### src/adcmt_pkg.sv
// Package: register map, field positions, reset values, timing counts
// Assumes a 32-bit classic Wishbone slave port and a 200 MHz system clock
package adcmt_pkg;

  // ----------------------------------------------------------------
  // Register offsets (byte addresses)
  // ----------------------------------------------------------------
  localparam logic [7:0] ADCMT_OFF_MODE1 = 8'h00;
  localparam logic [7:0] ADCMT_OFF_MODE2 = 8'h04;
  localparam logic [7:0] ADCMT_OFF_MODE3 = 8'h08;
  localparam logic [7:0] ADCMT_OFF_START = 8'h0C;
  localparam logic [7:0] ADCMT_OFF_IRQ_STAT = 8'h10;
  localparam logic [7:0] ADCMT_OFF_IRQ_EN = 8'h14;
  localparam logic [7:0] ADCMT_OFF_IRQ_CLR = 8'h18;
  localparam logic [7:0] ADCMT_OFF_CORE_STAT = 8'h1C;

  // ----------------------------------------------------------------
  // Field positions
  // ----------------------------------------------------------------
  localparam int ADCMT_M1_REF_EN = 7;
  localparam int ADCMT_M1_IDLE_RUN = 6;
  localparam int ADCMT_M1_LADDER = 5;
  localparam int ADCMT_M1_PRIO_SRC = 3;
  localparam int ADCMT_M1_PRIO_EN = 2;
  localparam int ADCMT_M1_NORM_SRC = 1;
  localparam int ADCMT_M1_NORM_EN = 0;
  localparam int ADCMT_M2_PRIO_LSB = 4;
  localparam int ADCMT_M2_NORM_LSB = 0;
  localparam int ADCMT_M3_ITM_LSB = 4;
  localparam int ADCMT_M3_REPEAT = 1;
  localparam int ADCMT_M3_SCAN = 0;
  localparam int ADCMT_ST_PRIO = 1;
  localparam int ADCMT_ST_NORM = 0;
  localparam int ADCMT_IRQ_CONV = 0;
  localparam int ADCMT_IRQ_ABORT = 1;
  localparam int ADCMT_IRQ_DROP = 2;
  localparam int ADCMT_CS_REF_READY = 0;
  localparam int ADCMT_CS_BUSY = 1;

  // Writable bits of mode registers one and three
  localparam logic [7:0] ADCMT_MODE1_MASK = 8'hEF;
  localparam logic [7:0] ADCMT_MODE3_MASK = 8'h73;
  // First forbidden channel code
  localparam logic [3:0] ADCMT_CH_LIMIT = 4'hC;

  // ----------------------------------------------------------------
  // Reset values
  // ----------------------------------------------------------------
  localparam logic [7:0] ADCMT_MODE1_RST = 8'h00;
  localparam logic [7:0] ADCMT_MODE2_RST = 8'h00;
  localparam logic [7:0] ADCMT_MODE3_RST = 8'h00;
  localparam logic [2:0] ADCMT_IRQ_RST = 3'h0;

  // ----------------------------------------------------------------
  // Timing
  // ----------------------------------------------------------------
  localparam int ADCMT_CLK_PERIOD_NS = 5;
  localparam int ADCMT_REF_SETTLE_NS = 3000;
  localparam int ADCMT_REF_SETTLE_CYC =
    (ADCMT_REF_SETTLE_NS + ADCMT_CLK_PERIOD_NS - 1) / ADCMT_CLK_PERIOD_NS;
  localparam logic [9:0] ADCMT_REF_SETTLE_CNT =
    10'(ADCMT_REF_SETTLE_CYC);

  typedef enum logic {
    ADCMT_SRC_EXT = 1'b0,
    ADCMT_SRC_CAPTURE = 1'b1
  } adcmt_src_type;

endpackage : adcmt_pkg

### src/adcmt_edge_sync.sv
// Edge detector for an asynchronous pin, after a synchroniser chain
// Assumes the pin is slow against clk_i; one pulse per rising edge
module adcmt_edge_sync #(
  parameter int STAGES = 2
) (
  input wire logic clk_i,
  input wire logic rst_i,
  input wire logic pin_i,
  output logic rise_o
);

  logic [STAGES-1:0] sync_reg;
  logic last_reg;

  // Only the chain's last flop feeds logic
  always_ff @(posedge clk_i) begin
    if (rst_i) begin
      sync_reg <= '0;
      last_reg <= 1'b0;
      rise_o <= 1'b0;
    end else begin
      sync_reg <= {sync_reg[STAGES-2:0], pin_i};
      last_reg <= sync_reg[STAGES-1];
      rise_o <= sync_reg[STAGES-1] & ~last_reg;
    end
  end

endmodule : adcmt_edge_sync

### src/adcmt_ctrl.sv
// Mode, trigger and channel control of a 12-input converter
// Assumes classic Wishbone on clk_i; core and capture units share clk_i
module adcmt_ctrl
  import adcmt_pkg::*;
(
  input wire logic clk_i,
  input wire logic rst_i,
  input wire logic cyc_i,
  input wire logic stb_i,
  input wire logic we_i,
  input wire logic [7:0] adr_i,
  input wire logic [3:0] sel_i,
  input wire logic [31:0] dat_i,
  output logic [31:0] dat_o,
  output logic ack_o,
  input wire logic ext_trigger_i,
  input wire logic capture_unit_a_irq_i,
  input wire logic capture_unit_b_irq_i,
  input wire logic conv_done_i,
  input wire logic core_busy_i,
  input wire logic repeat_abort_i,
  input wire logic idle_mode_i,
  output logic reference_enable_o,
  output logic idle_run_enable_o,
  output logic core_halt_o,
  output logic ladder_current_on_o,
  output logic normal_start_o,
  output logic priority_start_o,
  output logic [3:0] normal_channel_o,
  output logic [3:0] priority_channel_o,
  output logic repeat_o,
  output logic scan_o,
  output logic conv_irq_o,
  output logic irq_o
);

  // ----------------------------------------------------------------
  // Registers
  // ----------------------------------------------------------------
  logic [7:0] mode1_reg;
  logic [7:0] mode2_reg;
  logic [7:0] mode3_reg;
  logic [7:0] mode3_next;
  logic [2:0] irq_stat_reg;
  logic [2:0] irq_stat_next;
  logic [2:0] irq_en_reg;
  logic [2:0] interval_cnt_reg;
  logic [2:0] interval_cnt_next;
  logic [9:0] settle_cnt_reg;
  logic ack_reg;
  logic [31:0] rdata_reg;
  logic ref_ready_reg;

  // ----------------------------------------------------------------
  // Bus decode
  // ----------------------------------------------------------------
  wire bus_req = cyc_i & stb_i;
  wire bus_wr = bus_req & ack_reg & we_i & sel_i[0];
  wire hit_mode1 = adr_i[7:2] == ADCMT_OFF_MODE1[7:2];
  wire hit_mode2 = adr_i[7:2] == ADCMT_OFF_MODE2[7:2];
  wire hit_mode3 = adr_i[7:2] == ADCMT_OFF_MODE3[7:2];
  wire hit_start = adr_i[7:2] == ADCMT_OFF_START[7:2];
  wire hit_stat = adr_i[7:2] == ADCMT_OFF_IRQ_STAT[7:2];
  wire hit_en = adr_i[7:2] == ADCMT_OFF_IRQ_EN[7:2];
  wire hit_clr = adr_i[7:2] == ADCMT_OFF_IRQ_CLR[7:2];
  wire hit_core = adr_i[7:2] == ADCMT_OFF_CORE_STAT[7:2];
  wire [7:0] wbyte = dat_i[7:0];

  // Unmapped and write-only offsets read as zero
  logic [7:0] rd_byte;
  assign rd_byte =
    hit_mode1 ? mode1_reg :
    hit_mode2 ? mode2_reg :
    hit_mode3 ? mode3_reg :
    hit_stat ? {5'h00, irq_stat_reg} :
    hit_en ? {5'h00, irq_en_reg} :
    hit_core ? {6'h00, core_busy_i, ref_ready_reg} :
    8'h00;

  // ----------------------------------------------------------------
  // Mode fields
  // ----------------------------------------------------------------
  wire ref_en = mode1_reg[ADCMT_M1_REF_EN];
  wire prio_src = mode1_reg[ADCMT_M1_PRIO_SRC];
  wire prio_en = mode1_reg[ADCMT_M1_PRIO_EN];
  wire norm_src = mode1_reg[ADCMT_M1_NORM_SRC];
  wire norm_en = mode1_reg[ADCMT_M1_NORM_EN];
  wire rep_bit = mode3_reg[ADCMT_M3_REPEAT];
  wire scan_bit = mode3_reg[ADCMT_M3_SCAN];
  wire [2:0] itm = mode3_reg[ADCMT_M3_ITM_LSB +: 3];
  wire fixed_rep = rep_bit & ~scan_bit;

  // Forbidden channel codes leave the field unchanged
  wire [3:0] wr_prio_ch = wbyte[ADCMT_M2_PRIO_LSB +: 4];
  wire [3:0] wr_norm_ch = wbyte[ADCMT_M2_NORM_LSB +: 4];
  wire [3:0] prio_ch_next = (wr_prio_ch < ADCMT_CH_LIMIT) ?
    wr_prio_ch : mode2_reg[ADCMT_M2_PRIO_LSB +: 4];
  wire [3:0] norm_ch_next = (wr_norm_ch < ADCMT_CH_LIMIT) ?
    wr_norm_ch : mode2_reg[ADCMT_M2_NORM_LSB +: 4];

  // Abort beats a same-cycle software write to the repeat bit
  always_comb begin
    mode3_next = mode3_reg;
    if (bus_wr && hit_mode3) begin
      mode3_next = wbyte & ADCMT_MODE3_MASK;
    end
    if (repeat_abort_i) begin
      mode3_next[ADCMT_M3_REPEAT] = 1'b0;
    end
  end

  // ----------------------------------------------------------------
  // Start sources
  // ----------------------------------------------------------------
  logic ext_rise;

  adcmt_edge_sync #(
    .STAGES(2)
  ) u_ext_sync (
    .clk_i(clk_i),
    .rst_i(rst_i),
    .pin_i(ext_trigger_i),
    .rise_o(ext_rise)
  );

  wire sw_norm = bus_wr & hit_start & wbyte[ADCMT_ST_NORM];
  wire sw_prio = bus_wr & hit_start & wbyte[ADCMT_ST_PRIO];
  wire prio_pulse = (prio_src == ADCMT_SRC_CAPTURE) ?
    capture_unit_a_irq_i : ext_rise;
  wire norm_pulse = (norm_src == ADCMT_SRC_CAPTURE) ?
    capture_unit_b_irq_i : ext_rise;
  // Trigger already owned by priority conversion
  wire ext_owned = prio_en & (prio_src == ADCMT_SRC_EXT);
  wire norm_blocked = ext_owned & (norm_src == ADCMT_SRC_EXT);
  wire prio_hw_fire = prio_en & prio_pulse;
  wire norm_hw_fire =
    norm_en & norm_pulse & ~norm_blocked;
  wire ev_drop = norm_en & norm_pulse & norm_blocked;

  // ----------------------------------------------------------------
  // Conversion interrupt interval
  // ----------------------------------------------------------------
  wire interval_hit = interval_cnt_reg == itm;
  wire conv_fire = conv_done_i & (~fixed_rep | interval_hit);
  assign interval_cnt_next = (~fixed_rep | (conv_done_i & interval_hit)) ?
    3'h0 : interval_cnt_reg + {2'h0, conv_done_i};

  // Set wins over a same-cycle clear
  wire [2:0] irq_events = {ev_drop, repeat_abort_i, conv_fire};
  wire [2:0] irq_clr = (bus_wr & hit_clr) ? wbyte[2:0] : 3'h0;
  assign irq_stat_next = (irq_stat_reg & ~irq_clr) | irq_events;

  // ----------------------------------------------------------------
  // Bus slave: ack one cycle after the request, data with it
  // ----------------------------------------------------------------
  always_ff @(posedge clk_i) begin
    if (rst_i) begin
      ack_reg <= 1'b0;
      rdata_reg <= 32'h0000_0000;
    end else begin
      ack_reg <= bus_req & ~ack_reg;
      rdata_reg <= {24'h00_0000, rd_byte};
    end
  end

  // ----------------------------------------------------------------
  // Mode registers
  // ----------------------------------------------------------------
  always_ff @(posedge clk_i) begin
    if (rst_i) begin
      mode1_reg <= ADCMT_MODE1_RST;
      mode2_reg <= ADCMT_MODE2_RST;
      mode3_reg <= ADCMT_MODE3_RST;
    end else begin
      if (bus_wr && hit_mode1) begin
        mode1_reg <= wbyte & ADCMT_MODE1_MASK;
      end
      if (bus_wr && hit_mode2) begin
        mode2_reg <= {prio_ch_next, norm_ch_next};
      end
      mode3_reg <= mode3_next;
    end
  end

  // ----------------------------------------------------------------
  // Interrupts and counters
  // ----------------------------------------------------------------
  always_ff @(posedge clk_i) begin
    if (rst_i) begin
      irq_stat_reg <= ADCMT_IRQ_RST;
      irq_en_reg <= ADCMT_IRQ_RST;
      interval_cnt_reg <= 3'h0;
    end else begin
      irq_stat_reg <= irq_stat_next;
      if (bus_wr && hit_en) begin
        irq_en_reg <= wbyte[2:0];
      end
      interval_cnt_reg <= interval_cnt_next;
    end
  end

  // Reference settle tracker, restarts whenever reference drops
  always_ff @(posedge clk_i) begin
    if (rst_i || !ref_en) begin
      settle_cnt_reg <= 10'h000;
      ref_ready_reg <= 1'b0;
    end else if (settle_cnt_reg == ADCMT_REF_SETTLE_CNT) begin
      ref_ready_reg <= 1'b1;
    end else begin
      settle_cnt_reg <= settle_cnt_reg + 10'h001;
    end
  end

  // ----------------------------------------------------------------
  // Core-facing outputs, all registered
  // ----------------------------------------------------------------
  always_ff @(posedge clk_i) begin
    if (rst_i) begin
      reference_enable_o <= 1'b0;
      idle_run_enable_o <= 1'b0;
      core_halt_o <= 1'b0;
      ladder_current_on_o <= 1'b0;
      normal_start_o <= 1'b0;
      priority_start_o <= 1'b0;
      normal_channel_o <= 4'h0;
      priority_channel_o <= 4'h0;
      repeat_o <= 1'b0;
      scan_o <= 1'b0;
      conv_irq_o <= 1'b0;
      irq_o <= 1'b0;
    end else begin
      reference_enable_o <= ref_en;
      idle_run_enable_o <= mode1_reg[ADCMT_M1_IDLE_RUN];
      core_halt_o <=
        idle_mode_i & ~mode1_reg[ADCMT_M1_IDLE_RUN];
      ladder_current_on_o <=
        mode1_reg[ADCMT_M1_LADDER] | core_busy_i;
      normal_start_o <= sw_norm | norm_hw_fire;
      priority_start_o <= sw_prio | prio_hw_fire;
      normal_channel_o <= mode2_reg[ADCMT_M2_NORM_LSB +: 4];
      priority_channel_o <= mode2_reg[ADCMT_M2_PRIO_LSB +: 4];
      repeat_o <= rep_bit;
      scan_o <= scan_bit;
      conv_irq_o <= conv_fire;
      irq_o <= |(irq_stat_reg & irq_en_reg);
    end
  end

  assign ack_o = ack_reg;
  assign dat_o = rdata_reg;
endmodule : adcmt_ctrl

### config.mk
export PLATFORM = sky130hd
export DESIGN_NAME = adcmt_ctrl
export DESIGN_NICKNAME = d
export VERILOG_FILES = /design/src/adcmt_pkg.sv /design/src/adcmt_edge_sync.sv /design/src/adcmt_ctrl.sv
export SDC_FILE = /design/constraint.sdc
export NUM_CORES = 1
export LEC_CHECK = 0
export ABC_AREA = 1
export CELL_PAD_IN_SITES_DETAIL_PLACEMENT = 1
export CELL_PAD_IN_SITES_GLOBAL_PLACEMENT = 2
export CORE_ASPECT_RATIO = 1.75
export CORE_MARGIN = 2
export CORE_UTILIZATION = 36
export CTS_CLUSTER_DIAMETER = 50
export DETAILED_ROUTE_END_ITERATION = 10
export DONT_BUFFER_PORTS = 1
export GPL_ROUTABILITY_DRIVEN = 0
export GPL_TIMING_DRIVEN = 1
export PLACE_DENSITY = 0.86
export SYNTH_ARGS = -nofsm -noshare
export SYNTH_HDL_FRONTEND = slang
export SYNTH_SLANG_ARGS = --single-unit
export TNS_END_PERCENT = 20
### constraint.sdc
create_clock -name clk_i -period 3.3 [get_ports clk_i]
set_input_delay 0.495 -clock clk_i [delete_from_list [all_inputs] [get_ports clk_i]]
set_output_delay 0.495 -clock clk_i [all_outputs]
set_load 0.05 [all_outputs]
==> flow_summary_export.csv <==
group,metric,value,unit
status,status,"finished, final reports clean",
power_and_ir_drop,power.leakage,1.40,nW
placement,pre_cts_ws,1.33,ns
power_and_ir_drop,vdd_drop_max,0.000282,V
clocking,cts_root_buf,"clkbuf_16",
clocking,numCtsBuffers,9,
clocking,post_cts_buffers,0,
global_routing,grt_pass1_vias,2837,
timing,setup_slack,1.36,ns
clocking,clk_pin_slew,0.06,ns
drt,drt_wl_total,8380,microns
timing,setup_violations,0,
cells_and_area,layout-drive-gt1-share,8.27,%
power_and_ir_drop,swShare,24.5,%
timing,final.setup.tns,0,ns
clocking,numClockSinks,71,
synth,synth_xor_area_share,0.842,%
setup_path,cpLargestDelayFamily,"simple AND/OR/NAND/NOR gates",
setup_path,slowest_delay,0.65,ns
timing,relSlewSlack,64.5,%
clocking,worst_skew_pair.late_latency,0.34,ns
drt,drc_errors,0,
timing,period_needed,1.94,ns
power_and_ir_drop,seq_power_share,45.4,%
synth,synth_compound_area_share,9.86,%
floorplan,num_rows,45,
global_routing,grt_max_degree,30,
global_routing,antenna_found_initial,0,
setup_path,critPathMaxFanout,15,
flow_run,max_cap_violations,0,
drt,via_per_inst,4.85,
synth,synth_area,3120,sq um
power_and_ir_drop,p_clk_share,49.0,%
clocking,htreeDepth,3,
synth,synth_fa_ha_area_share,1.60,%
setup_path,crit_required,3.53,ns
floorplan,die_w,74.4,microns
global_routing,groute.usage.overall,19.0,%
floorplan,pin_count,107,
clocking,cts_tree,"done",
timing,worst_pin_slew,0.532,ns
synth,yosys.area_share.simple,29.3,%
timing,fin_crit_sh,58.9,%
setup_path,cp-end-kind,"register",
drt,dr.pass1.iters,4,
timing,finalHoldViolations,0,
synth,synth_top_family_by_area,"simple AND/OR/NAND/NOR gates",
synth,ys_warn_count,0,
placement,hpwl,6350,microns
cells_and_area,antenna_cells,0,
floorplan,core,8560,sq um
power_and_ir_drop,pwr-share-comb,5.5,%
setup_path,crit_arrival,2.18,ns
cells_and_area,largest_reg_flops,10,
synth,syn_inst,413,
cells_and_area,stdcell_area,3450,sq um
timing,holdWs,0.219,ns
setup_path,crit_buf_inv,1,
cells_and_area,final_cells,540,
hold_path,hold_class,"in -> reg",
synth,syn_area_per_cell,7.56,sq um
clocking,hold_buffers,0,
placement,port_buffers,0,
power_and_ir_drop,power_density,561,nW/um^2
power_and_ir_drop,p_switching,0.475,mW
placement,numPlacedInstances,524,
synth,ys_seq_area_share,45.5,%
setup_path,setup.worst_path.start_class,"register",
clocking,clockBufferDepth,2,
floorplan,dieArea,9460,sq um
drt,drtAntennaViolNets,0,
timing,fmax,514,MHz
drt,routedWlPerCell,15.5,microns
clocking,ctsResizeCount,0,
synth,muxShareOfSynthArea,0,%
power_and_ir_drop,p_int,1.46,mW
global_routing,overflow,0,
synth,synth_cell_types,32,
cells_and_area,area_delta_synth_final,10.5,%
setup_path,worstSetupPathType,"reg -> reg",
timing,slew_viol_final,0,
synth,ys_ff_latch,71,
floorplan,initial_core_util,36.5,%
timing,rsz0062_at_grt,"no",
drt,dr_total_vias,2620,
setup_path,crit_chain,"nand3_1 > nor2_2 > buf_4 > nand4_1 > o21ai_0 > nor2_1",
setup_path,slowest_stage,"dfxtp_1",
drt,first_iter_violations,77,
cells_and_area,nNetsFinal,478,
placement,place_area,3160,sq um
timing,skew,0.00460,ns
floorplan,die_y,127,microns
global_routing,grt_pass1_wl,13200,microns
-- final timing paths --
path / from / endpoint / slack [ns] / depth (start not counted)
max: ack_o / mode2_reg[3] / 1.36 / 6
min: rst_i / u_ext_sync.sync_reg[1] / 0.22 / 1
max reg2reg: ack_o / mode2_reg[3] / 1.36 / 6
min reg2reg: u_ext_sync.last_reg / u_ext_sync.rise_o / 0.40 / 1
-- Yosys cell counts, drive strengths merged --
master  count  area share (%)
nor2       72              11
dfxtp      71              46
nand2      67             8.7
inv        49             5.9
o21ai      29             4.6
nand3      28             4.9
buf        27             6.2
a21oi      25             4.0
nor3       10             1.6
nand4       7             1.4
clkbuf      4            0.48
ha          4             1.6
nand3b      3            0.72
and3        2            0.40
nor3b       2            0.48
o21a        2            0.48
o21bai      2            0.48
xor2        2            0.56
and2        1            0.20
clkinv      1            0.16
conb        1            0.12
nor4        1            0.20
o31ai       1            0.24
or2         1            0.20
xnor2       1            0.28
-- layer usage --
| metal | share of wire [%] | up-vias | GRT usage (%) | routed length, microns |
|---|---|---|---|---|
| li1 | - | 1277 | - | - |
| met1 | 33 | 1271 | 16.3 | 2800 |
| met2 | 59 | 57 | 37.5 | 4950 |
| met3 | 4.9 | 15 | 5.91 | 407 |
| met4 | 2.7 | 0 | 7.98 | 223 |
| met5 | 0 | - | 0 | 0 |
-- cell usage in the layout (no fill, tap or decap), types with 4 or more instances in the layout --
cell       netlist  layout
dfxtp_1         71      71
nand2_1         63      63
nor2_1          61      61
a21oi_1         25      25
o21ai_0         29      29
conb_1           1      24
nor3_1          10      10
inv_1           49      49
clkbuf_16        0       9
clkinv_2         1       4
nor2_4           6       6
nor2_2           5       5
nand3_1         27      27
nand4_1          7       7
ha_1             4       4
-- cell type report --
| type | count | area (sq um) |
|---|---|---|
| fillers | 1092 | 5110 |
| flip-flops and latches | 71 | 1420 |
| clock buffers | 10 | 229 |
| inverters | 50 | 189 |
| well taps | 117 | 146 |
| multi-input cells | 284 | 1390 |
| clock inverters | 6 | 61.3 |
| repair buffers | 2 | 15.0 |
-- power groups by stage --
stage | registers, mW | clock network [mW] | logic [mW]
final | 0.879 | 0.949 | 0.107
after global routing | 0.879 | 1.00 | 0.115
after CTS | 0.879 | 0.969 | 0.107
after detailed placement | 0.898 | 0 | 0.107
after global placement | 0.897 | 0 | 0.105
after floorplan | 0.896 | 0 | 0.122
-- through the flow --
step	power, mW	utilization, %
3_5_place_dp	1.00	36.9
5_1_grt	1.99	40.3
3_3_place_gp	1.00	36.9
4_1_cts	1.96	40.3
2_1_floorplan	1.02	-
6_report	1.93	40.3
-- worst register-to-register path: cells and delay by family (launching register included) --
family          cells  cell delay (ns)
compound gates      1             0.27
simple gates        4             0.67
flops               1             0.65
buf+inv             1             0.24
-- kinds of logic after synthesis --
logic type	count (synthesis)
XOR/XNOR	3
flip-flops	71
AND/OR/NAND/NOR	194
buffers and inverters	81
other	1
AO/OA/AOI/OAI	59
adder cells (fa/ha/maj)	4
Power figures use the tool's default switching activity.
